===== config.mk =====
export PLATFORM = sky130hd
export DESIGN_NAME = alu_status_flags
export DESIGN_NICKNAME = d
export VERILOG_FILES = /design/src/hw/asf_pkg.sv /design/src/hw/asf_calc_if.sv /design/src/hw/alu_status_flags.sv /design/src/hw/asf_alu_calc.sv
export SDC_FILE = /design/constraint.sdc
export NUM_CORES = 1
export LEC_CHECK = 0
export BUFFER_PORTS_ARGS = -buffer_cell sky130_fd_sc_hd__buf_2
export CAP_MARGIN = 20
export CORE_ASPECT_RATIO = 0.9
export CORE_UTILIZATION = 31
export CTS_CLUSTER_SIZE = 24
export DETAILED_ROUTE_END_ITERATION = 16
export GPL_TIMING_DRIVEN = 0
export PLACE_DENSITY = 0.5
export SLEW_MARGIN = 20
export SYNTH_ARGS = -nofsm -noshare
export SYNTH_HDL_FRONTEND = slang
export SYNTH_SLANG_ARGS = --single-unit

===== constraint.sdc =====
create_clock -name clk_i -period 3.9 [get_ports clk_i]
set_input_delay 0.39 -clock clk_i [delete_from_list [all_inputs] [get_ports clk_i]]
set_output_delay 0.39 -clock clk_i [all_outputs]
set_load 0.02 [all_outputs]

===== src/hw/asf_pkg.sv =====
// package for the alu status flag register: constants, types and flag masks
// Function
// [RULE1] The arithmetic flags live in one register that any instruction may use as an operand.
// [RULE2] A flag-changing instruction aimed at the flag register drops its result and updates flags.
// [RULE3] Wiping the flag register sets only the zero flag and keeps every other flag bit.
// [RULE4] Software should alter the flags only with bit, swap, move or store instructions.
// [RULE5] In subtraction carry and nibble carry act as borrow flags of inverted polarity.
// [RULE6] Data memory is reached by inherent, literal, direct and indirect addressing.
// [RULE7] Most formats have one fixed mode while file operands choose among up to three.
// [RULE8] Indexed literal offset addressing exists only while the extended set bit is 1.
// [RULE9] The extended set bit changes how some core instructions decode their operand.
// [RULE10] Bit 4 copies the sign, bit 2 flags a zero result, bit 3 flags signed wrap.
// [RULE11] Bit 0 takes the top carry or rotated bit, bit 1 the nibble carry, bits 7 to 5 read 0.
package asf_pkg;

  // ----------------------------------------------------------------
  // flag register layout
  // ----------------------------------------------------------------
  localparam int FLAG_C = 0;
  localparam int FLAG_DC = 1;
  localparam int FLAG_Z = 2;
  localparam int FLAG_OV = 3;
  localparam int FLAG_N = 4;
  localparam int FLAG_BITS = 5;
  localparam logic [7:0] FLAGS_RST = 8'h00;
  localparam logic [2:0] FLAGS_UNUSED = 3'h0;
  localparam logic [4:0] MASK_NONE = 5'h00;
  localparam logic [4:0] MASK_ALL = 5'h1F;
  localparam logic [4:0] MASK_ZN = 5'h14;
  localparam logic [4:0] MASK_CZN = 5'h15;
  localparam logic [4:0] MASK_Z = 5'h04;

  // ----------------------------------------------------------------
  // addressing
  // ----------------------------------------------------------------
  localparam logic [7:0] ACC_LOW_LAST = 8'h5F;

  typedef enum logic [3:0] {
    OP_ADD, OP_ADDC, OP_SUB, OP_SUBB, OP_AND, OP_IOR, OP_XOR, OP_MOVF,
    OP_WIPE_FILE_INSTR, OP_ROTATE_RIGHT_INSTR, OP_ROTATE_LEFT_INSTR,
    OP_BIT_CLEAR_INSTR, OP_BIT_SET_INSTR, OP_NIBBLE_SWAP_INSTR, OP_PASS_B
  } asf_op_t;

  typedef enum logic [1:0] {FMT_INHERENT, FMT_LITERAL, FMT_FILE} asf_ifmt_t;

  typedef enum logic [2:0] {
    AM_INHERENT, AM_LITERAL, AM_DIRECT, AM_INDIRECT, AM_INDEXED_LIT
  } asf_amode_t;

  // which flag bits an operation is allowed to change
  function automatic logic [4:0] asf_flag_mask(input asf_op_t op);
    case (op)
      OP_ADD, OP_ADDC, OP_SUB, OP_SUBB: asf_flag_mask = MASK_ALL;
      OP_AND, OP_IOR, OP_XOR, OP_MOVF: asf_flag_mask = MASK_ZN;
      OP_ROTATE_RIGHT_INSTR, OP_ROTATE_LEFT_INSTR: asf_flag_mask = MASK_CZN;
      OP_WIPE_FILE_INSTR: asf_flag_mask = MASK_Z;
      default: asf_flag_mask = MASK_NONE;
    endcase
  endfunction

endpackage


===== src/hw/asf_calc_if.sv =====
// interface between the flag register core and the alu calculation
`timescale 1ns/1ps
`default_nettype none
interface asf_calc_if;
  asf_pkg::asf_op_t op;
  logic [7:0] a;
  logic [7:0] b;
  logic c_in;
  logic [7:0] res;
  logic [4:0] flg;
  modport core (output op, a, b, c_in, input res, flg);
  modport calc (input op, a, b, c_in, output res, flg);
endinterface
`default_nettype wire


===== src/hw/alu_status_flags.sv =====
// alu status flag register with result steering and addressing mode decode
`timescale 1ns/1ps
`default_nettype none
module alu_status_flags (
  // clock and reset
  input wire logic clk_i,
  input wire logic rst_b_i,
  // instruction execution
  input wire logic exec_valid_i,
  input wire asf_pkg::asf_op_t exec_op_i,
  input wire logic [7:0] src_a_i,
  input wire logic [7:0] src_b_i,
  input wire logic dest_is_flags_i,
  // operand addressing
  input wire asf_pkg::asf_ifmt_t instr_fmt_i,
  input wire logic access_bit_i,
  input wire logic [7:0] file_addr_i,
  input wire logic indirect_operand_i,
  input wire logic extended_set_enable_bit_i,
  // results
  output logic [7:0] alu_flags_o,
  output logic [7:0] result_o,
  output logic result_we_o,
  output asf_pkg::asf_amode_t addr_mode_o
);

  // ----------------------------------------------------------------
  // alu calculation
  // ----------------------------------------------------------------
  asf_calc_if cif ();

  logic [7:0] flags_r;
  logic [7:0] flags_nxt;
  logic [7:0] result_r;
  logic [7:0] result_nxt;
  logic we_r;
  logic we_nxt;
  asf_pkg::asf_amode_t amode_r;
  asf_pkg::asf_amode_t amode_nxt;
  logic [4:0] mask;
  logic discard;

  // operands to the calculator, carry taken from the live register
  assign cif.op = exec_op_i;
  assign cif.a = src_a_i;
  assign cif.b = src_b_i;
  assign cif.c_in = flags_r[asf_pkg::FLAG_C];

  asf_alu_calc u_calc (
    .cif(cif)
  );

  // ----------------------------------------------------------------
  // flag register and result steering
  // ----------------------------------------------------------------
  assign mask = asf_pkg::asf_flag_mask(exec_op_i);
  assign discard = dest_is_flags_i && (mask != asf_pkg::MASK_NONE); // RULE2

  // next flags, result and write enable
  always_comb begin
    flags_nxt = flags_r;
    result_nxt = result_r;
    we_nxt = 1'b0;
    if (exec_valid_i) begin
      result_nxt = cif.res;
      we_nxt = !discard; // RULE2
      if (dest_is_flags_i && !discard) begin
        flags_nxt = {asf_pkg::FLAGS_UNUSED, cif.res[4:0]}; // RULE1
      end else begin
        flags_nxt[4:0] = (flags_r[4:0] & ~mask) | (cif.flg & mask); // RULE2 RULE3
      end
    end
    flags_nxt[7:5] = asf_pkg::FLAGS_UNUSED; // RULE11
  end

  // ----------------------------------------------------------------
  // addressing mode decode
  // ----------------------------------------------------------------
  always_comb begin
    amode_nxt = amode_r;
    if (exec_valid_i) begin
      case (instr_fmt_i)
        asf_pkg::FMT_INHERENT: amode_nxt = asf_pkg::AM_INHERENT; // RULE6 RULE7
        asf_pkg::FMT_LITERAL: amode_nxt = asf_pkg::AM_LITERAL; // RULE7
        asf_pkg::FMT_FILE: begin
          if (indirect_operand_i) begin
            amode_nxt = asf_pkg::AM_INDIRECT; // RULE6
          end else if (extended_set_enable_bit_i && !access_bit_i &&
                       file_addr_i <= asf_pkg::ACC_LOW_LAST) begin
            amode_nxt = asf_pkg::AM_INDEXED_LIT; // RULE8 RULE9
          end else begin
            amode_nxt = asf_pkg::AM_DIRECT; // RULE6
          end
        end
        default: amode_nxt = asf_pkg::AM_INHERENT;
      endcase
    end
  end

  // ----------------------------------------------------------------
  // state registers
  // ----------------------------------------------------------------
  always_ff @(posedge clk_i or negedge rst_b_i) begin
    if (!rst_b_i) begin
      flags_r <= asf_pkg::FLAGS_RST;
      result_r <= 8'h00;
      we_r <= 1'b0;
      amode_r <= asf_pkg::AM_INHERENT;
    end else begin
      flags_r <= flags_nxt;
      result_r <= result_nxt;
      we_r <= we_nxt;
      amode_r <= amode_nxt;
    end
  end

  assign alu_flags_o = flags_r;
  assign result_o = result_r;
  assign result_we_o = we_r;
  assign addr_mode_o = amode_r;
endmodule
`default_nettype wire


===== src/hw/asf_alu_calc.sv =====
// combinational alu result and raw flag calculation
`timescale 1ns/1ps
`default_nettype none
module asf_alu_calc (
  asf_calc_if.calc cif
);

  logic [7:0] opb;
  logic cin;
  logic [4:0] nib;
  logic [7:0] low7;
  logic [8:0] full;

  // ----------------------------------------------------------------
  // adder operands and result select
  // ----------------------------------------------------------------
  always_comb begin
    opb = cif.b;
    cin = 1'b0;
    case (cif.op)
      asf_pkg::OP_ADDC: cin = cif.c_in;
      asf_pkg::OP_SUB: begin
        opb = ~cif.b; // subtract by adding the complement
        cin = 1'b1;
      end
      asf_pkg::OP_SUBB: begin
        opb = ~cif.b; // carry clear means borrow pending
        cin = cif.c_in;
      end
      default: cin = 1'b0;
    endcase
    nib = {1'b0, cif.a[3:0]} + {1'b0, opb[3:0]} + {4'h0, cin};
    low7 = {1'b0, cif.a[6:0]} + {1'b0, opb[6:0]} + {7'h00, cin};
    full = {1'b0, cif.a} + {1'b0, opb} + {8'h00, cin};
    cif.flg = 5'h00;
    case (cif.op)
      asf_pkg::OP_ADD, asf_pkg::OP_ADDC, asf_pkg::OP_SUB, asf_pkg::OP_SUBB: begin
        cif.res = full[7:0];
        cif.flg[asf_pkg::FLAG_C] = full[8]; // RULE5
        cif.flg[asf_pkg::FLAG_DC] = nib[4]; // RULE11
        cif.flg[asf_pkg::FLAG_OV] = low7[7] ^ full[8]; // RULE10
      end
      asf_pkg::OP_AND: cif.res = cif.a & cif.b;
      asf_pkg::OP_IOR: cif.res = cif.a | cif.b;
      asf_pkg::OP_XOR: cif.res = cif.a ^ cif.b;
      asf_pkg::OP_MOVF: cif.res = cif.a;
      asf_pkg::OP_WIPE_FILE_INSTR: cif.res = 8'h00;
      asf_pkg::OP_ROTATE_RIGHT_INSTR: begin
        cif.res = {cif.c_in, cif.a[7:1]};
        cif.flg[asf_pkg::FLAG_C] = cif.a[0]; // RULE11
      end
      asf_pkg::OP_ROTATE_LEFT_INSTR: begin
        cif.res = {cif.a[6:0], cif.c_in};
        cif.flg[asf_pkg::FLAG_C] = cif.a[7]; // RULE11
      end
      asf_pkg::OP_BIT_CLEAR_INSTR: cif.res = cif.a & ~cif.b;
      asf_pkg::OP_BIT_SET_INSTR: cif.res = cif.a | cif.b;
      asf_pkg::OP_NIBBLE_SWAP_INSTR: cif.res = {cif.a[3:0], cif.a[7:4]};
      default: cif.res = cif.b;
    endcase
    cif.flg[asf_pkg::FLAG_N] = cif.res[7]; // RULE10
    cif.flg[asf_pkg::FLAG_Z] = (cif.res == 8'h00); // RULE10
  end

endmodule
`default_nettype wire


==> impl_metrics.py <==
metrics = {
    "floorplan": {
        "num_rows": 28,
        "die_y_um": 82.4,
        "fp.coreArea_mm2": 0.00676,
        "io-pin-count": 57,
        "die-area_mm2": 0.00752,
        "die_width_um": 91.3,
        "start_util_pct": 32.9,
    },
    "global_routing": {
        "grtUsageMet3_pct": 4.95,
        "grt_pass1_vias": 2258,
        "grt_max_degree": 18,
        "antenna_found_initial": 0,
        "overflow": 0,
        "top_usage_layer": "met2",
        "grt_pass1_wl_mm": 11.6,
        "grtUsageMet1_pct": 26.4,
        "grtUsageTotal_pct": 19.5,
        "grtUsageMet2_pct": 31.5,
    },
    "sta": {
        "timing.final.crit_share_pct": 95.1,
        "worstMarginPinSlew_ns": 0.727,
        "maxSlewHeadroom_pct": 51.3,
        "drv_slew": 0,
        "timing.fmax_ghz": 0.270,
        "setup_slack_ns": 0.191,
        "min_period_ns": 3.71,
        "rsz0062_at_grt": "no",
        "hold_viol": 0,
        "setup_viol": 0,
        "finalClockSkew_ns": 0.00269,
    },
    "detailed_routing": {
        "totalWireLength_mm": 7.03,
        "wl_per_cell_um": 16.9,
        "avgViaCountPerCell": 5.49,
        "route.vias.total": 2285,
        "drc": 0,
        "drtPass1Iterations": 5,
        "postRouteAntennaNets": 0,
        "drtIter0Drc": 154,
    },
    "synthesis": {
        "synth_area_mm2": 0.00223,
        "avgSynthCellArea_um2": 8.15,
        "ys_async_sr_fraction_pct": 100,
        "ys_seq_area_share_pct": 19.1,
        "yosysWarningCount": 0,
        "synth_seq_cells": 17,
        "yosysUniqueCellTypes": 59,
        "synthFlopType": "dfrtp_1",
        "synth-edff-count": 0,
        "syn-instance-count": 273,
    },
    "clock_network": {
        "htree_levels": 1,
        "clk_pin_slew_ns": 0.07,
        "clock_latency_ns": 0.25,
        "cts_tree": "yes",
        "numCtsBuffers": 3,
        "cts_sinks": 17,
        "clk_path_buf_depth": 2,
        "cts-root-buf": "clkbuf_8",
        "ctsHoldBuffers": 0,
    },
    "run": {
        "cap_viol_max_count": 0,
    },
    "final_layout": {
        "layout_common_cells": "49 x buf_2, 29 x inv_1, 22 x ha_1, 20 x o21ai_0, 17 x dfrtp_1",
        "synthToLayoutAreaGrowth_pct": 18.7,
        "drive_above_1_share_pct": 23.9,
        "n_antenna_cell": 0,
        "layout_commonest_cell": "buf_2",
        "nNetsFinal": 388,
        "num-fill-cells": 744,
    },
    "setup_path": {
        "end_kind": "flip-flop",
        "cp.required_ns": 4.04,
        "start_kind": "input pin",
        "worstSetupPathType": "in2reg",
        "max_stage_delay_ns": 0.48,
        "cp_slowest_cell": "fa_1",
        "arrival_ns": 3.85,
        "crit_buf_inv": 3,
        "cp_top_family": "adder cells",
        "path_max_fanout": 8,
        "cp_cell_sequence": "buf_2 > inv_1 > ha_1 > clkbuf_1 > nor2_4 > nor2_4 > xnor2_1 > fa_1 > fa_1 > and3_1 > or3_1 > a32oi_1 > a32oi_1 > a22o_1 > a22o_1",
    },
    "worst_hold_path": {
        "hold_path_class": "in2async",
    },
    "power_and_ir_drop": {
        "ir_worst_vdd_uv": 161,
        "p_leak_nw": 1.23,
        "power_density_mw_per_mm2": 286,
        "fin_total_pwr_mw": 0.754,
    },
    "place": {
        "dp_hpwl_mm": 5.44,
        "gp_congestion": 0.891,
        "io_buffers": 46,
        "pre_cts_slack_ns": -0.550,
    },
    "status": {
        "status": "completed",
    },
}
[power breakdown]
group | internal (mW) | total [mW] | switching, mW
logic | 0.160 | 0.394 | 0.234
clock network | 0.0725 | 0.133 | 0.0602
registers | 0.209 | 0.228 | 0.0188
total | 0.441 | 0.754 | 0.313
[worst paths after layout]
kind	from	endpoint	slack, ns	cells after the start
setup / recovery	exec_op_i[0]	flip-flop	0.19	15
hold / removal	rst_b_i	result_o[4]$_DFFE_PN0P_	0.05	1
setup reg to reg	flip-flop	flip-flop	0.73	10
hold reg to reg	result_o[2]$_DFFE_PN0P_	result_o[2]$_DFFE_PN0P_	0.50	1
max in group asynchronous	rst_b_i	result_o[7]$_DFFE_PN0P_	3.57	1
min in group clk_i	dest_is_flags_i	result_we_o$_DFF_PN0_	0.34	2
[area by class of cell]
class	instances	area [um^2]	area share (%)
Buffer	20	114	4.31
Clock buffer	4	45.0	1.70
Inverter	29	109	4.12
Multi-Input combinational cell	209	1600	60.5
Sequential cell	17	425	16.1
Tap cell	90	113	4.26
Timing Repair Buffer	47	238	9.00
[kinds of logic (layout without fill, tap and decap cells)]
family,count (synthesis),after routing,synth area share (%)
and+or+nand+nor,57,57,12.8
DFF,17,17,19.1
AOI/OAI and AO/OA,103,103,33.9
adders and majority gates,24,24,14.2
buffers and inverters,49,100,9.95
muxes,11,11,5.56
other,1,3,0.168
xor gates and xnor gates,11,11,4.33
[per-layer routing]
metal	part of all wire, %	vias to the layer above
met2	43	102
met1	48	1060
met3	8.0	12
li1	-	1111
met5	0	-
met4	1.4	0
[metrics by stage]
stage | hold slack (ns) | utilization, % | area (um^2) | instances | TNS, ns
after floorplan | 0.0944 | - | 2230 | 275 | 0
after global placement | 0.337 | 38.1 | 2580 | 411 | -2.34
after detailed placement | 0.346 | 38.1 | 2580 | 411 | -2.31
after CTS | 0.0694 | 39.0 | 2630 | 416 | 0
after global routing | 0.0683 | 39.1 | 2640 | 416 | 0
final | 0.0483 | 39.1 | 2640 | 416 | 0
[timing repair]
| action | CTS | global route |
|---|---|---|
| resized for setup | 1 | 4 |
| endpoints found under the setup margin | 5 | 2 |
| buffers inserted | 1 | 0 |
| endpoints found under the hold margin | 0 | 0 |
| pin swaps | 1 | 0 |
| gates cloned | 0 | 0 |
[cells in the mapped netlist, drive strengths merged (2+ instances only)]
master,count,share of area [%]
nand3,5,1.1
o32a,3,1.3
a21boi,3,1.5
a32oi,7,2.8
dfrtp,17,19
o22a,2,0.79
o32ai,3,1.2
or3,2,0.56
nor3,2,0.67
nor2,18,3.1
fa,2,1.8
o21ai,22,4.9
xnor2,9,3.5
mux2,8,4.2
o31ai,3,1.2
a32o,2,0.90
clkbuf,10,1.7
a21o,2,0.67
mux2i,3,1.3
a22o,7,2.8
a21oi,14,3.1
a31oi,2,0.56
nor2b,2,0.56
and3,2,0.56
nand2,15,2.6
nand3b,2,0.67
a211oi,2,0.67
nand2b,3,0.84
o22ai,11,3.1
inv,29,4.9
xor2,2,0.79
o2bb2ai,2,0.79
a22oi,4,1.3
buf,10,3.4
ha,22,12
or2,2,0.56
a2bb2oi,4,1.6
o211ai,3,1.0
a211o,2,0.79
[worst register-to-register path: stages (launching register included)]
cell and delay, ns:
dfrtp_1 0.45, o21ai_0 0.12, a21oi_1 0.11, fa_1 0.45, fa_1 0.43, and3_1 0.20, or3_1 0.31, a32oi_1 0.23
a32oi_1 0.24, a22o_1 0.29, a22o_1 0.22
Note: power is estimated with default switching activity, not from simulation.
